[config.mk]
export PLATFORM = sky130hd
export DESIGN_NAME = sbg_top
export DESIGN_NICKNAME = d
export VERILOG_FILES = /design/src/sbg_pkg.sv /design/src/sbg_div_if.sv /design/src/sbg_div.sv /design/src/sbg_top.sv
export SDC_FILE = /design/constraint.sdc
export NUM_CORES = 1
export LEC_CHECK = 0
export BUFFER_PORTS_ARGS = -buffer_cell sky130_fd_sc_hd__buf_2
export CAP_MARGIN = 15
export CORE_MARGIN = 5
export CORE_UTILIZATION = 61
export CTS_BUF_LIST = sky130_fd_sc_hd__clkbuf_8
export CTS_CLUSTER_SIZE = 14
export DETAILED_ROUTE_END_ITERATION = 8
export GPL_TIMING_DRIVEN = 0
export PLACE_DENSITY = 0.91
export SLEW_MARGIN = 20
export SYNTH_ARGS = -nofsm -noshare
export SYNTH_HDL_FRONTEND = slang
export SYNTH_SLANG_ARGS = --single-unit
[constraint.sdc]
create_clock -name clk -period 3.2 [get_ports clk]
set_clock_uncertainty 0.15 [all_clocks]
set_input_delay 0.16 -clock clk [delete_from_list [all_inputs] [get_ports clk]]
set_output_delay 0.16 -clock clk [all_outputs]
set_load 0.005 [all_outputs]
[src/sbg_pkg.sv]
`default_nettype none

package sbg_pkg;

	// Rate select register layout
	localparam int unsigned PRE_HI    = 7;
	localparam int unsigned PRE_LO    = 6;
	localparam int unsigned TX_HI     = 5;
	localparam int unsigned TX_LO     = 3;
	localparam int unsigned RX_HI     = 2;
	localparam int unsigned RX_LO     = 0;
	localparam logic [7:0]  SEL_RESET = 8'h00;

	// Counter widths
	localparam int unsigned PRE_W = 4;
	localparam int unsigned RAT_W = 7;
	localparam int unsigned OVS_W = 4;

	// Prescale select codes
	localparam logic [1:0] PRE_CODE_1  = 2'h0;
	localparam logic [1:0] PRE_CODE_3  = 2'h1;
	localparam logic [1:0] PRE_CODE_4  = 2'h2;
	localparam logic [1:0] PRE_CODE_13 = 2'h3;

	// Terminal counts, ratio minus one
	localparam logic [3:0] PRE_MAX_1  = 4'h0;
	localparam logic [3:0] PRE_MAX_3  = 4'h2;
	localparam logic [3:0] PRE_MAX_4  = 4'h3;
	localparam logic [3:0] PRE_MAX_13 = 4'hC;

	// Oversampling factor sixteen, minus one
	localparam logic [3:0] OVS_MAX = 4'hF;

	// Buffer depth marks
	localparam logic [1:0] BUF_EMPTY = 2'h0;
	localparam logic [1:0] BUF_ONE   = 2'h1;
	localparam logic [1:0] BUF_FULL  = 2'h2;

	// Generator states, one-hot
	typedef enum logic [2:0] {
		GEN_OFF  = 3'b001,
		GEN_RUN  = 3'b010,
		GEN_STOP = 3'b100
	} sbg_state_e;

endpackage

`default_nettype wire

[src/sbg_div_if.sv]
`timescale 1ns/1ns
`default_nettype none

interface sbg_div_if #(parameter int unsigned W = 4);
	logic         tick_en;
	logic         clr;
	logic [W-1:0] max;
	logic         tick;

	modport ctl (output tick_en, output clr, output max, input tick);
	modport cnt (input tick_en, input clr, input max, output tick);
endinterface

`default_nettype wire

[src/sbg_div.sv]
`timescale 1ns/1ns
`default_nettype none

module sbg_div #(
	parameter int unsigned W = 4
) (
	input wire logic clk,
	input wire logic rst_n,
	sbg_div_if.cnt   dv
);

	logic [W-1:0] cnt_q;
	logic [W-1:0] cnt_d;
	logic         at_max;

	// Terminal count reached; >= guards a shrunken max
	assign at_max  = (cnt_q >= dv.max);
	assign dv.tick = dv.tick_en && !dv.clr && at_max;

	// Next count: clear wins, else advance on each input tick
	always_comb begin
		cnt_d = cnt_q;
		if (dv.clr) begin
			cnt_d = '0;
		end else if (dv.tick_en) begin
			if (at_max) begin
				cnt_d = '0;
			end else begin
				cnt_d = W'(cnt_q + 1'b1);
			end
		end
	end

	// Count register
	always_ff @(posedge clk or negedge rst_n) begin
		if (!rst_n) begin
			cnt_q <= '0;
		end else begin
			cnt_q <= cnt_d;
		end
	end

endmodule

`default_nettype wire

[src/sbg_top.sv]
`timescale 1ns/1ns
`default_nettype none

module sbg_top (
	input  wire logic       clk,
	input  wire logic       rst_n,
	input  wire logic [7:0] sel_wr_data,
	input  wire logic       sel_wr_valid,
	output logic            sel_wr_ready,
	output logic [7:0]      rate_sel,
	input  wire logic       tx_enable,
	input  wire logic       rx_enable,
	input  wire logic       tx_busy,
	input  wire logic       rx_busy,
	input  wire logic       stop_enter,
	input  wire logic       stop_exit_irq,
	input  wire logic       wait_mode,
	input  wire logic       serial_interface_irq,
	output logic            tx_ovs_tick,
	output logic            tx_bit_tick,
	output logic            rx_sample_tick,
	output logic            rx_bit_tick,
	output logic            tx_hold,
	output logic            rx_discard,
	output logic            gen_running,
	output logic            wake_req
);

	sbg_pkg::sbg_state_e state_q;
	sbg_pkg::sbg_state_e state_d;

	logic [7:0] buf_q [2];
	logic [7:0] buf_d [2];
	logic [1:0] fill_q;
	logic [1:0] fill_d;
	logic       ready_q;
	logic       ready_d;
	logic [7:0] sel_q;
	logic [7:0] sel_d;
	logic       push;
	logic       pop;
	logic       any_en;
	logic       run;
	logic       div_clr;

	logic       tx_ovs_q;
	logic       tx_bit_q;
	logic       rx_smp_q;
	logic       rx_bit_q;
	logic       hold_q;
	logic       disc_q;
	logic       disc_d;
	logic       wake_q;
	logic       wake_d;
	logic       run_q;

	sbg_div_if #(.W(sbg_pkg::PRE_W)) pre_if ();
	sbg_div_if #(.W(sbg_pkg::RAT_W)) txr_if ();
	sbg_div_if #(.W(sbg_pkg::RAT_W)) rxr_if ();
	sbg_div_if #(.W(sbg_pkg::OVS_W)) txo_if ();
	sbg_div_if #(.W(sbg_pkg::OVS_W)) rxo_if ();

	// Terminal count for a power-of-two ratio code
	function automatic logic [6:0] ratio_max(input logic [2:0] code);
		ratio_max = 7'((8'h01 << code) - 8'h01);
	endfunction

	// Terminal count for the prescale select
	function automatic logic [3:0] pre_max(input logic [1:0] code);
		case (code)
			sbg_pkg::PRE_CODE_1:  pre_max = sbg_pkg::PRE_MAX_1;
			sbg_pkg::PRE_CODE_3:  pre_max = sbg_pkg::PRE_MAX_3;
			sbg_pkg::PRE_CODE_4:  pre_max = sbg_pkg::PRE_MAX_4;
			sbg_pkg::PRE_CODE_13: pre_max = sbg_pkg::PRE_MAX_13;
			default:              pre_max = sbg_pkg::PRE_MAX_1;
		endcase
	endfunction

	// Enable and transfer conditions
	assign any_en = tx_enable || rx_enable;
	assign push   = sel_wr_valid && ready_q;
	// A new selection is not applied while halted, so the buffer fills
	assign pop    = (fill_q != sbg_pkg::BUF_EMPTY) &&
	                (state_q != sbg_pkg::GEN_STOP);
	// Counting only in run; wait mode has no say here
	assign run     = (state_q == sbg_pkg::GEN_RUN);
	assign div_clr = (state_q == sbg_pkg::GEN_OFF) || pop;

	// Prescaler counts every processor clock while running
	assign pre_if.tick_en = run;
	assign pre_if.clr     = div_clr;
	assign pre_if.max     = pre_max(sel_q[sbg_pkg::PRE_HI:sbg_pkg::PRE_LO]);

	// Rate dividers share the prescaler tick
	assign txr_if.tick_en = pre_if.tick;
	assign txr_if.clr     = div_clr;
	assign txr_if.max     = ratio_max(sel_q[sbg_pkg::TX_HI:sbg_pkg::TX_LO]);
	assign rxr_if.tick_en = pre_if.tick;
	assign rxr_if.clr     = div_clr;
	assign rxr_if.max     = ratio_max(sel_q[sbg_pkg::RX_HI:sbg_pkg::RX_LO]);

	// Divide the sixteen-times ticks down to bit rate
	assign txo_if.tick_en = txr_if.tick;
	assign txo_if.clr     = div_clr;
	assign txo_if.max     = sbg_pkg::OVS_MAX;
	assign rxo_if.tick_en = rxr_if.tick;
	assign rxo_if.clr     = div_clr;
	assign rxo_if.max     = sbg_pkg::OVS_MAX;

	sbg_div #(.W(sbg_pkg::PRE_W)) u_pre (
		.clk   (clk),
		.rst_n (rst_n),
		.dv    (pre_if)
	);

	sbg_div #(.W(sbg_pkg::RAT_W)) u_txr (
		.clk   (clk),
		.rst_n (rst_n),
		.dv    (txr_if)
	);

	sbg_div #(.W(sbg_pkg::RAT_W)) u_rxr (
		.clk   (clk),
		.rst_n (rst_n),
		.dv    (rxr_if)
	);

	sbg_div #(.W(sbg_pkg::OVS_W)) u_txo (
		.clk   (clk),
		.rst_n (rst_n),
		.dv    (txo_if)
	);

	sbg_div #(.W(sbg_pkg::OVS_W)) u_rxo (
		.clk   (clk),
		.rst_n (rst_n),
		.dv    (rxo_if)
	);

	// Generator mode: off, running or halted by stop
	always_comb begin
		state_d = state_q;
		case (state_q)
			sbg_pkg::GEN_OFF: begin
				if (stop_enter) begin
					state_d = sbg_pkg::GEN_STOP;
				end else if (any_en) begin
					state_d = sbg_pkg::GEN_RUN;
				end
			end
			sbg_pkg::GEN_RUN: begin
				if (stop_enter) begin
					state_d = sbg_pkg::GEN_STOP;
				end else if (!any_en) begin
					state_d = sbg_pkg::GEN_OFF;
				end
			end
			sbg_pkg::GEN_STOP: begin
				// Counters keep their values, so a held transfer resumes
				if (stop_exit_irq) begin
					state_d = any_en ? sbg_pkg::GEN_RUN : sbg_pkg::GEN_OFF;
				end
			end
			default: state_d = sbg_pkg::GEN_OFF;
		endcase
	end

	// Two-entry selection buffer; entry 0 is the head
	always_comb begin
		buf_d[0] = buf_q[0];
		buf_d[1] = buf_q[1];
		fill_d   = fill_q;
		sel_d    = sel_q;
		if (pop) begin
			sel_d = buf_q[0];
		end
		case ({push, pop})
			2'b10: begin
				buf_d[fill_q[0]] = sel_wr_data;
				fill_d = 2'(fill_q + 2'h1);
			end
			2'b01: begin
				buf_d[0] = buf_q[1];
				fill_d = 2'(fill_q - 2'h1);
			end
			2'b11: begin
				if (fill_q == sbg_pkg::BUF_ONE) begin
					buf_d[0] = sel_wr_data;
				end else begin
					buf_d[0] = buf_q[1];
					buf_d[1] = sel_wr_data;
				end
			end
			default: fill_d = fill_q;
		endcase
		ready_d = (fill_d != sbg_pkg::BUF_FULL);
	end

	// Stop side effects and wake request
	always_comb begin
		// Partial character is dropped when stop cuts it off
		disc_d = stop_enter && run && rx_busy;
		// Interrupt input is already qualified by enable
		wake_d = wait_mode && serial_interface_irq;
	end

	// Register all state and outputs
	always_ff @(posedge clk or negedge rst_n) begin
		if (!rst_n) begin
			state_q  <= sbg_pkg::GEN_OFF;
			buf_q[0] <= sbg_pkg::SEL_RESET;
			buf_q[1] <= sbg_pkg::SEL_RESET;
			fill_q   <= sbg_pkg::BUF_EMPTY;
			ready_q  <= 1'b1;
			sel_q    <= sbg_pkg::SEL_RESET;
			tx_ovs_q <= 1'b0;
			tx_bit_q <= 1'b0;
			rx_smp_q <= 1'b0;
			rx_bit_q <= 1'b0;
			hold_q   <= 1'b0;
			disc_q   <= 1'b0;
			wake_q   <= 1'b0;
			run_q    <= 1'b0;
		end else begin
			state_q  <= state_d;
			buf_q    <= buf_d;
			fill_q   <= fill_d;
			ready_q  <= ready_d;
			sel_q    <= sel_d;
			tx_ovs_q <= txr_if.tick;
			tx_bit_q <= txo_if.tick;
			rx_smp_q <= rxr_if.tick;
			rx_bit_q <= rxo_if.tick;
			hold_q   <= (state_d == sbg_pkg::GEN_STOP) && tx_busy;
			disc_q   <= disc_d;
			wake_q   <= wake_d;
			run_q    <= (state_d == sbg_pkg::GEN_RUN);
		end
	end

	// Outputs straight from flops
	assign sel_wr_ready   = ready_q;
	assign rate_sel       = sel_q;
	assign tx_ovs_tick    = tx_ovs_q;
	assign tx_bit_tick    = tx_bit_q;
	assign rx_sample_tick = rx_smp_q;
	assign rx_bit_tick    = rx_bit_q;
	assign tx_hold        = hold_q;
	assign rx_discard     = disc_q;
	assign gen_running    = run_q;
	assign wake_req       = wake_q;

endmodule

`default_nettype wire

Yosys cells after proc, flatten, opt, wreduce, memory -nomap -nowiden
Cells that the tools add are included.

Memories kept: 0. Register bits after elaboration: 64. Input port bits: 19. Memory bits (writable): 0. Latch bits: 0. Bits in read-only memories: 0. Word-level logic and storage cells: 112. Output and inout bits: 17.

Magnitude comparators: 7. Div/mod/pow operators: 0. Equality and inequality tests: 15. Multiply operators: 0. Reduce and logical (&&, ||, !) cells: 28. Add/subtract/negate cells: 9. Shift operators: 2. Bitwise gates (word level): 1. Multiplexer cells: 31.

Operator list (number): $mux W7 (6); $mux W4 (9); $mux W8 (3); $pmux W8 S3 (1); $bwmux W16 (1); $logic_and A1 B1 Y1 (16); $pmux W4 S4 (1); $pmux W8 S2 (1); $mux W3 (5); $add A7 B1 Y7 const B (2); $ge A7 B7 Y1 (2); $shl A1 B3 Y7 const A (2); $sub A7 B1 Y7 const B (2); $add A4 B1 Y4 const B (3); $reduce_bool A2 Y1 (6); $pmux W3 S3 (1); $demux W8 S1 (1); $eq A2 B2 Y1 const B (4); $ge A4 B4 Y1 const B (2); $eq A2 B1 Y1 const B (3); $eq A3 B2 Y1 const B (2); $eq A3 B3 Y1 const B (2); $ge A4 B4 Y1 (1); $ne A2 B2 Y1 const B (2); 14 further kinds (15).

Depth between registers and ports, before layout
Depth after elaboration: 10. Mapped depth: 11. Mapped depth without buffers: 10.

Modules after synthesis
Synthesis repeated with hierarchy kept, for this count alone.

Cells, all modules: 377. Area total of the unflattened synthesis: 3965.1 um2.

Modules (own cells, without submodules): sbg_top (cells each 154, seq. area each 953.4 um2, instances 1, area each 1800.5 um2); sbg_div (u_rxr ...) (cells each 59, seq. area each 175.2 um2, instances 2, area each 568.0 um2); sbg_div (u_pre ...) (cells each 35, seq. area each 100.1 um2, instances 3, area each 342.8 um2).

Worst setup path after synthesis
No wires, ideal clock.

Path kind: register to register. Start: register fill_q[0]. End: register buf_q[0] (netlist bit). Setup slack: 0.619 ns. Stages on the path, launching flop included: 12. Clock period less this slack: 2.581 ns. Setup time: 0.125 ns. Data required time: 2.925 ns. Arrival time: 2.306 ns. Buffers on the path: 2. Cell sequence: dfrtp_1 > inv_1 > ha_1 > nand2b_1 > inv_1 > buf_2 > ha_1 > inv_1 > nor2_1 > a31o_2 > clkbuf_1 > mux2_2.

Elaborated cells on any way between the ends: 16. Those cells by class: order compare (2); eq/ne (4); mux (4); bitwise (1); reduce/logical (5).

RTL lines: start: declaration (RTL line sbg_top.sv:34) `logic [1:0] fill_q;`; start signal: assignment (RTL line sbg_top.sv:213) `fill_q <= sbg_pkg::BUF_EMPTY;`; start signal: assignment (RTL line sbg_top.sv:227) `fill_q <= fill_d;`; $reduce_bool A2 Y1 * (RTL line sbg_top.sv:83) `assign pop = (fill_q != sbg_pkg::BUF_EMPTY) &&`; $logic_and A1 B1 Y1 * (RTL line sbg_top.sv:83); net pop (RTL line sbg_top.sv:41) `logic pop;`; $eq A2 B2 Y1 (RTL line sbg_top.sv:177) `case ({push, pop})`; $ne A2 B2 Y1 (no line) or $reduce_bool A2 Y1 (tied branches); $reduce_and A2 Y1 (no line); end signal: assignment (RTL line sbg_top.sv:226) `buf_q <= buf_d;`; end: declaration (RTL line sbg_top.sv:32) `logic [7:0] buf_q [2];`.

The timed path passes the listed nets; every way through them passes the cells marked *. A chain may end at the register's enable or synchronous reset.

Final worst setup path
Start: register fill_q[0]. End: register buf_q[13] (netlist bit).

Elaborated cells on any way between the ends: 16. Those cells by class: order compare (2); eq/ne (4); mux (5); bitwise (1); reduce/logical (4).

RTL lines (RTL line): $reduce_bool A2 Y1 * (sbg_top.sv:83); $logic_and A1 B1 Y1 * (sbg_top.sv:83); net pop (sbg_top.sv:41); $eq A2 B2 Y1 or $eq A2 B1 Y1 (tied branches) (sbg_top.sv:177); $pmux W8 S3 or $reduce_bool A3 Y1 (tied branches).

Marked as above.

==> flow_summary.ini <==
[logic_synthesis]
synth_compound_area_share_pct = 14.1
synth_area_sq_um = 3490
synth-edff-count = 0
synthArstFlopShare_pct = 100
syn_nets = 385
synth-xor-area-share_pct = 0
muxShareOfSynthArea_pct = 9.93
synth_seq_area_share_pct = 45.9
synth_top_family_by_area = simple AND/OR/NAND/NOR gates
synth_fa_ha_area_share_pct = 11.1
synthSimpleGateAreaFrac_pct = 14.9
synth_top_flop_cell = dfrtp_1
ys_seq_elements = 64
synthCells = 335
syn_avg_cell_area_sq_um = 10.4
yosys_warnings = 0
ys_types = 45

[sta]
fin_crit_sh_pct = 90.9
setup-tns-final_ns = 0
hold_viol_final = 0
period_minus_slack_ns = 2.91
worstMarginPinSlew_ns = 0.797
drv_slew = 0
clock.fmax_mhz = 344
slew_headroom_pct = 46.9
setup_viol = 0
rsz0062_at_grt = false
holdWs_ns = 0.180

[route]
drt_pass1_iterations = 5
post_drt_via_cell_ratio = 6.03
antenna_left = 0
drt_iter0_drc = 282
routedWlPerCell_microns = 16.7
drt_wl_total_microns = 7940
drc = 0
via_count = 2862

[grt]
grt_pass1_wl_microns = 13500
gr-total-overflow = 0
antenna_found_initial = 0
grt_start_max_net_pins = 65
grt_pass1_vias = 2894
grt_usage_pct = 23.4

[layout]
syn_to_final_growth_pct = 18.9
fin_cells = 475
fillers = 377
postLayoutCoreUtil_pct = 74.9
layout.nets = 449
final_cell_mix = dfrtp_1 (62), buf_2 (38), nand2_1 (31), ha_1 (31)
layout_commonest_cell = dfrtp_1
diodes = 0
layout-drive-gt1-share_pct = 21.1

[clocking]
cts_inserted_buffers = 9
cts.sinks = 64
root_buffer = clkbuf_8
cts_buffer_depth = 2
post_cts_resized = 0
clkLatencyLatePin_ns = 0.35
clk_pin_slew_worst_paths_ns = 0.07
h-tree-depth = 3
cts_tree = yes

[floorplan]
ioPinCount = 36
die_x_microns = 85.7
core_sq_um = 5540
die_area_sq_um = 7340
num_rows = 27
die_height_microns = 85.7
initial_utilization_pct = 63.0

[status]
status = finished, final reports clean

[setup_path]
cp-end-kind = register
worst-endpoint-required_ns = 3.27
arrival_ns = 2.98
crit_fanout = 11
critPathLaunchType = register
crit_type = reg2reg

[pwr]
power_density_nw_per_um2 = 825
ir_drop_uv = 781
leakagePower_nw = 1.98
total_power_w = 0.00342

[flow_run]
maxCapViolations = 0

[placed_design]
numPlacedInstances = 442
port-buffer-count = 35
gp_congestion = 0.881
dp_hpwl_microns = 5050

[worst_hold_path]
min_path_type = in2reg
-- logic make-up after synthesis --
family | Yosys count
buffers and inverters | 31
AND/OR/NAND/NOR | 105
multiplexers | 32
adder cells (fa/ha/maj) | 31
flip-flops | 64
AO/OA/AOI/OAI | 72
-- flip-flops by register name, indices dropped and copies added, names as in the netlist --
signal and flops:
buf_q 16, fill_q 2, gen_running 1, rate_sel 8
rx_bit_tick 1, rx_discard 1, rx_sample_tick 1, sel_wr_ready 1
state_q 3, tx_bit_tick 1, tx_hold 1, tx_ovs_tick 1
u_pre.cnt_q 4, u_rxo.cnt_q 4, u_rxr.cnt_q 7, u_txo.cnt_q 4
u_txr.cnt_q 7, wake_req 1
-- metal layers --
| layer | vias to the layer above | part of all wire (%) | global-route usage, % |
|---|---|---|---|
| li1 | 1342 | - | - |
| met1 | 1399 | 41 | 27.5 |
| met2 | 91 | 51 | 40.3 |
| met3 | 30 | 4.6 | 4.90 |
| met4 | 0 | 3.5 | 11.9 |
| met5 | - | 0 | 0 |
-- cell usage after synthesis (4+ instances only) --
| cell type | number | area share [%] |
|---|---|---|
| or3_1 | 4 | 0.72 |
| and3_1 | 5 | 0.90 |
| dfrtp_1 | 62 | 44 |
| mux2i_1 | 11 | 3.2 |
| nand3_1 | 22 | 3.2 |
| nor2_1 | 14 | 1.5 |
| nor2b_1 | 4 | 0.72 |
| nand2_1 | 31 | 3.3 |
| nor3_1 | 4 | 0.57 |
| ha_1 | 31 | 11 |
| buf_2 | 4 | 0.57 |
| nand2b_1 | 9 | 1.6 |
| a22o_1 | 10 | 2.5 |
| a31oi_1 | 11 | 2.0 |
| inv_1 | 22 | 2.4 |
| mux2_2 | 21 | 6.8 |
| a21oi_1 | 9 | 1.3 |
| o21ai_0 | 15 | 2.2 |
| o22ai_1 | 5 | 0.90 |
| nor3b_1 | 4 | 0.86 |
-- final timing paths --
kind	from	endpoint	slack, ns	cells after the start
min in group asynchronous	rst_n	u_pre.cnt_q[1]	0.30	2
max	fill_q[0]	buf_q[13]	0.29	11
min	stop_enter	tx_hold	0.18	4
max in group asynchronous	rst_n	buf_q[13]	2.09	2
max reg2reg	fill_q[0]	buf_q[13]	0.29	11
min reg2reg	buf_q[6]	buf_q[6]	0.36	1
-- per-stage QoR --
stage                     setup slack, ns  cell area [sq um]
after global placement              0.359               3760
after detailed placement            0.191               3760
after global routing                0.156               4150
after CTS                           0.114               4150
final                               0.290               4150
after floorplan                     0.619               3490
-- repair_timing --
item / 4_1_cts / 5_1_grt
setup endpoints to repair: 0 / 8
hold buffers: 19 / 0
endpoints found under the hold margin: 77 / 0
buffers inserted: 0 / 0
-- critical path, stage by stage, from the launching register on --
cell	delay, ns
dfrtp_1	0.44
inv_1	0.13
ha_1	0.27
nand2b_1	0.24
inv_1	0.14
buf_2	0.22
ha_1	0.24
inv_1	0.08
nor2_1	0.06
o21a_1	0.27
a22o_1	0.28
mux2_2	0.27
-- layout make-up --
class	instances	area [sq um]	share of cell area, %
well taps	72	90.1	2.17
multi-input cells	240	1750	42.1
clock inverters	3	40.0	0.965
plain buffers	8	53.8	1.30
flip-flops and latches	64	1600	38.6
repair buffers	54	368	8.86
clock buffers	12	165	3.98
inverters	22	82.6	1.99
-- power by group --
group	internal [W]	leakage (nW)	switching, W
sequential	0.00102	0.840	0.000166
clock	0.000417	0.108	0.000308
combinational	0.000690	1.03	0.000820
total	0.00213	1.98	0.00129
Note: power is estimated with default switching activity, not from simulation.
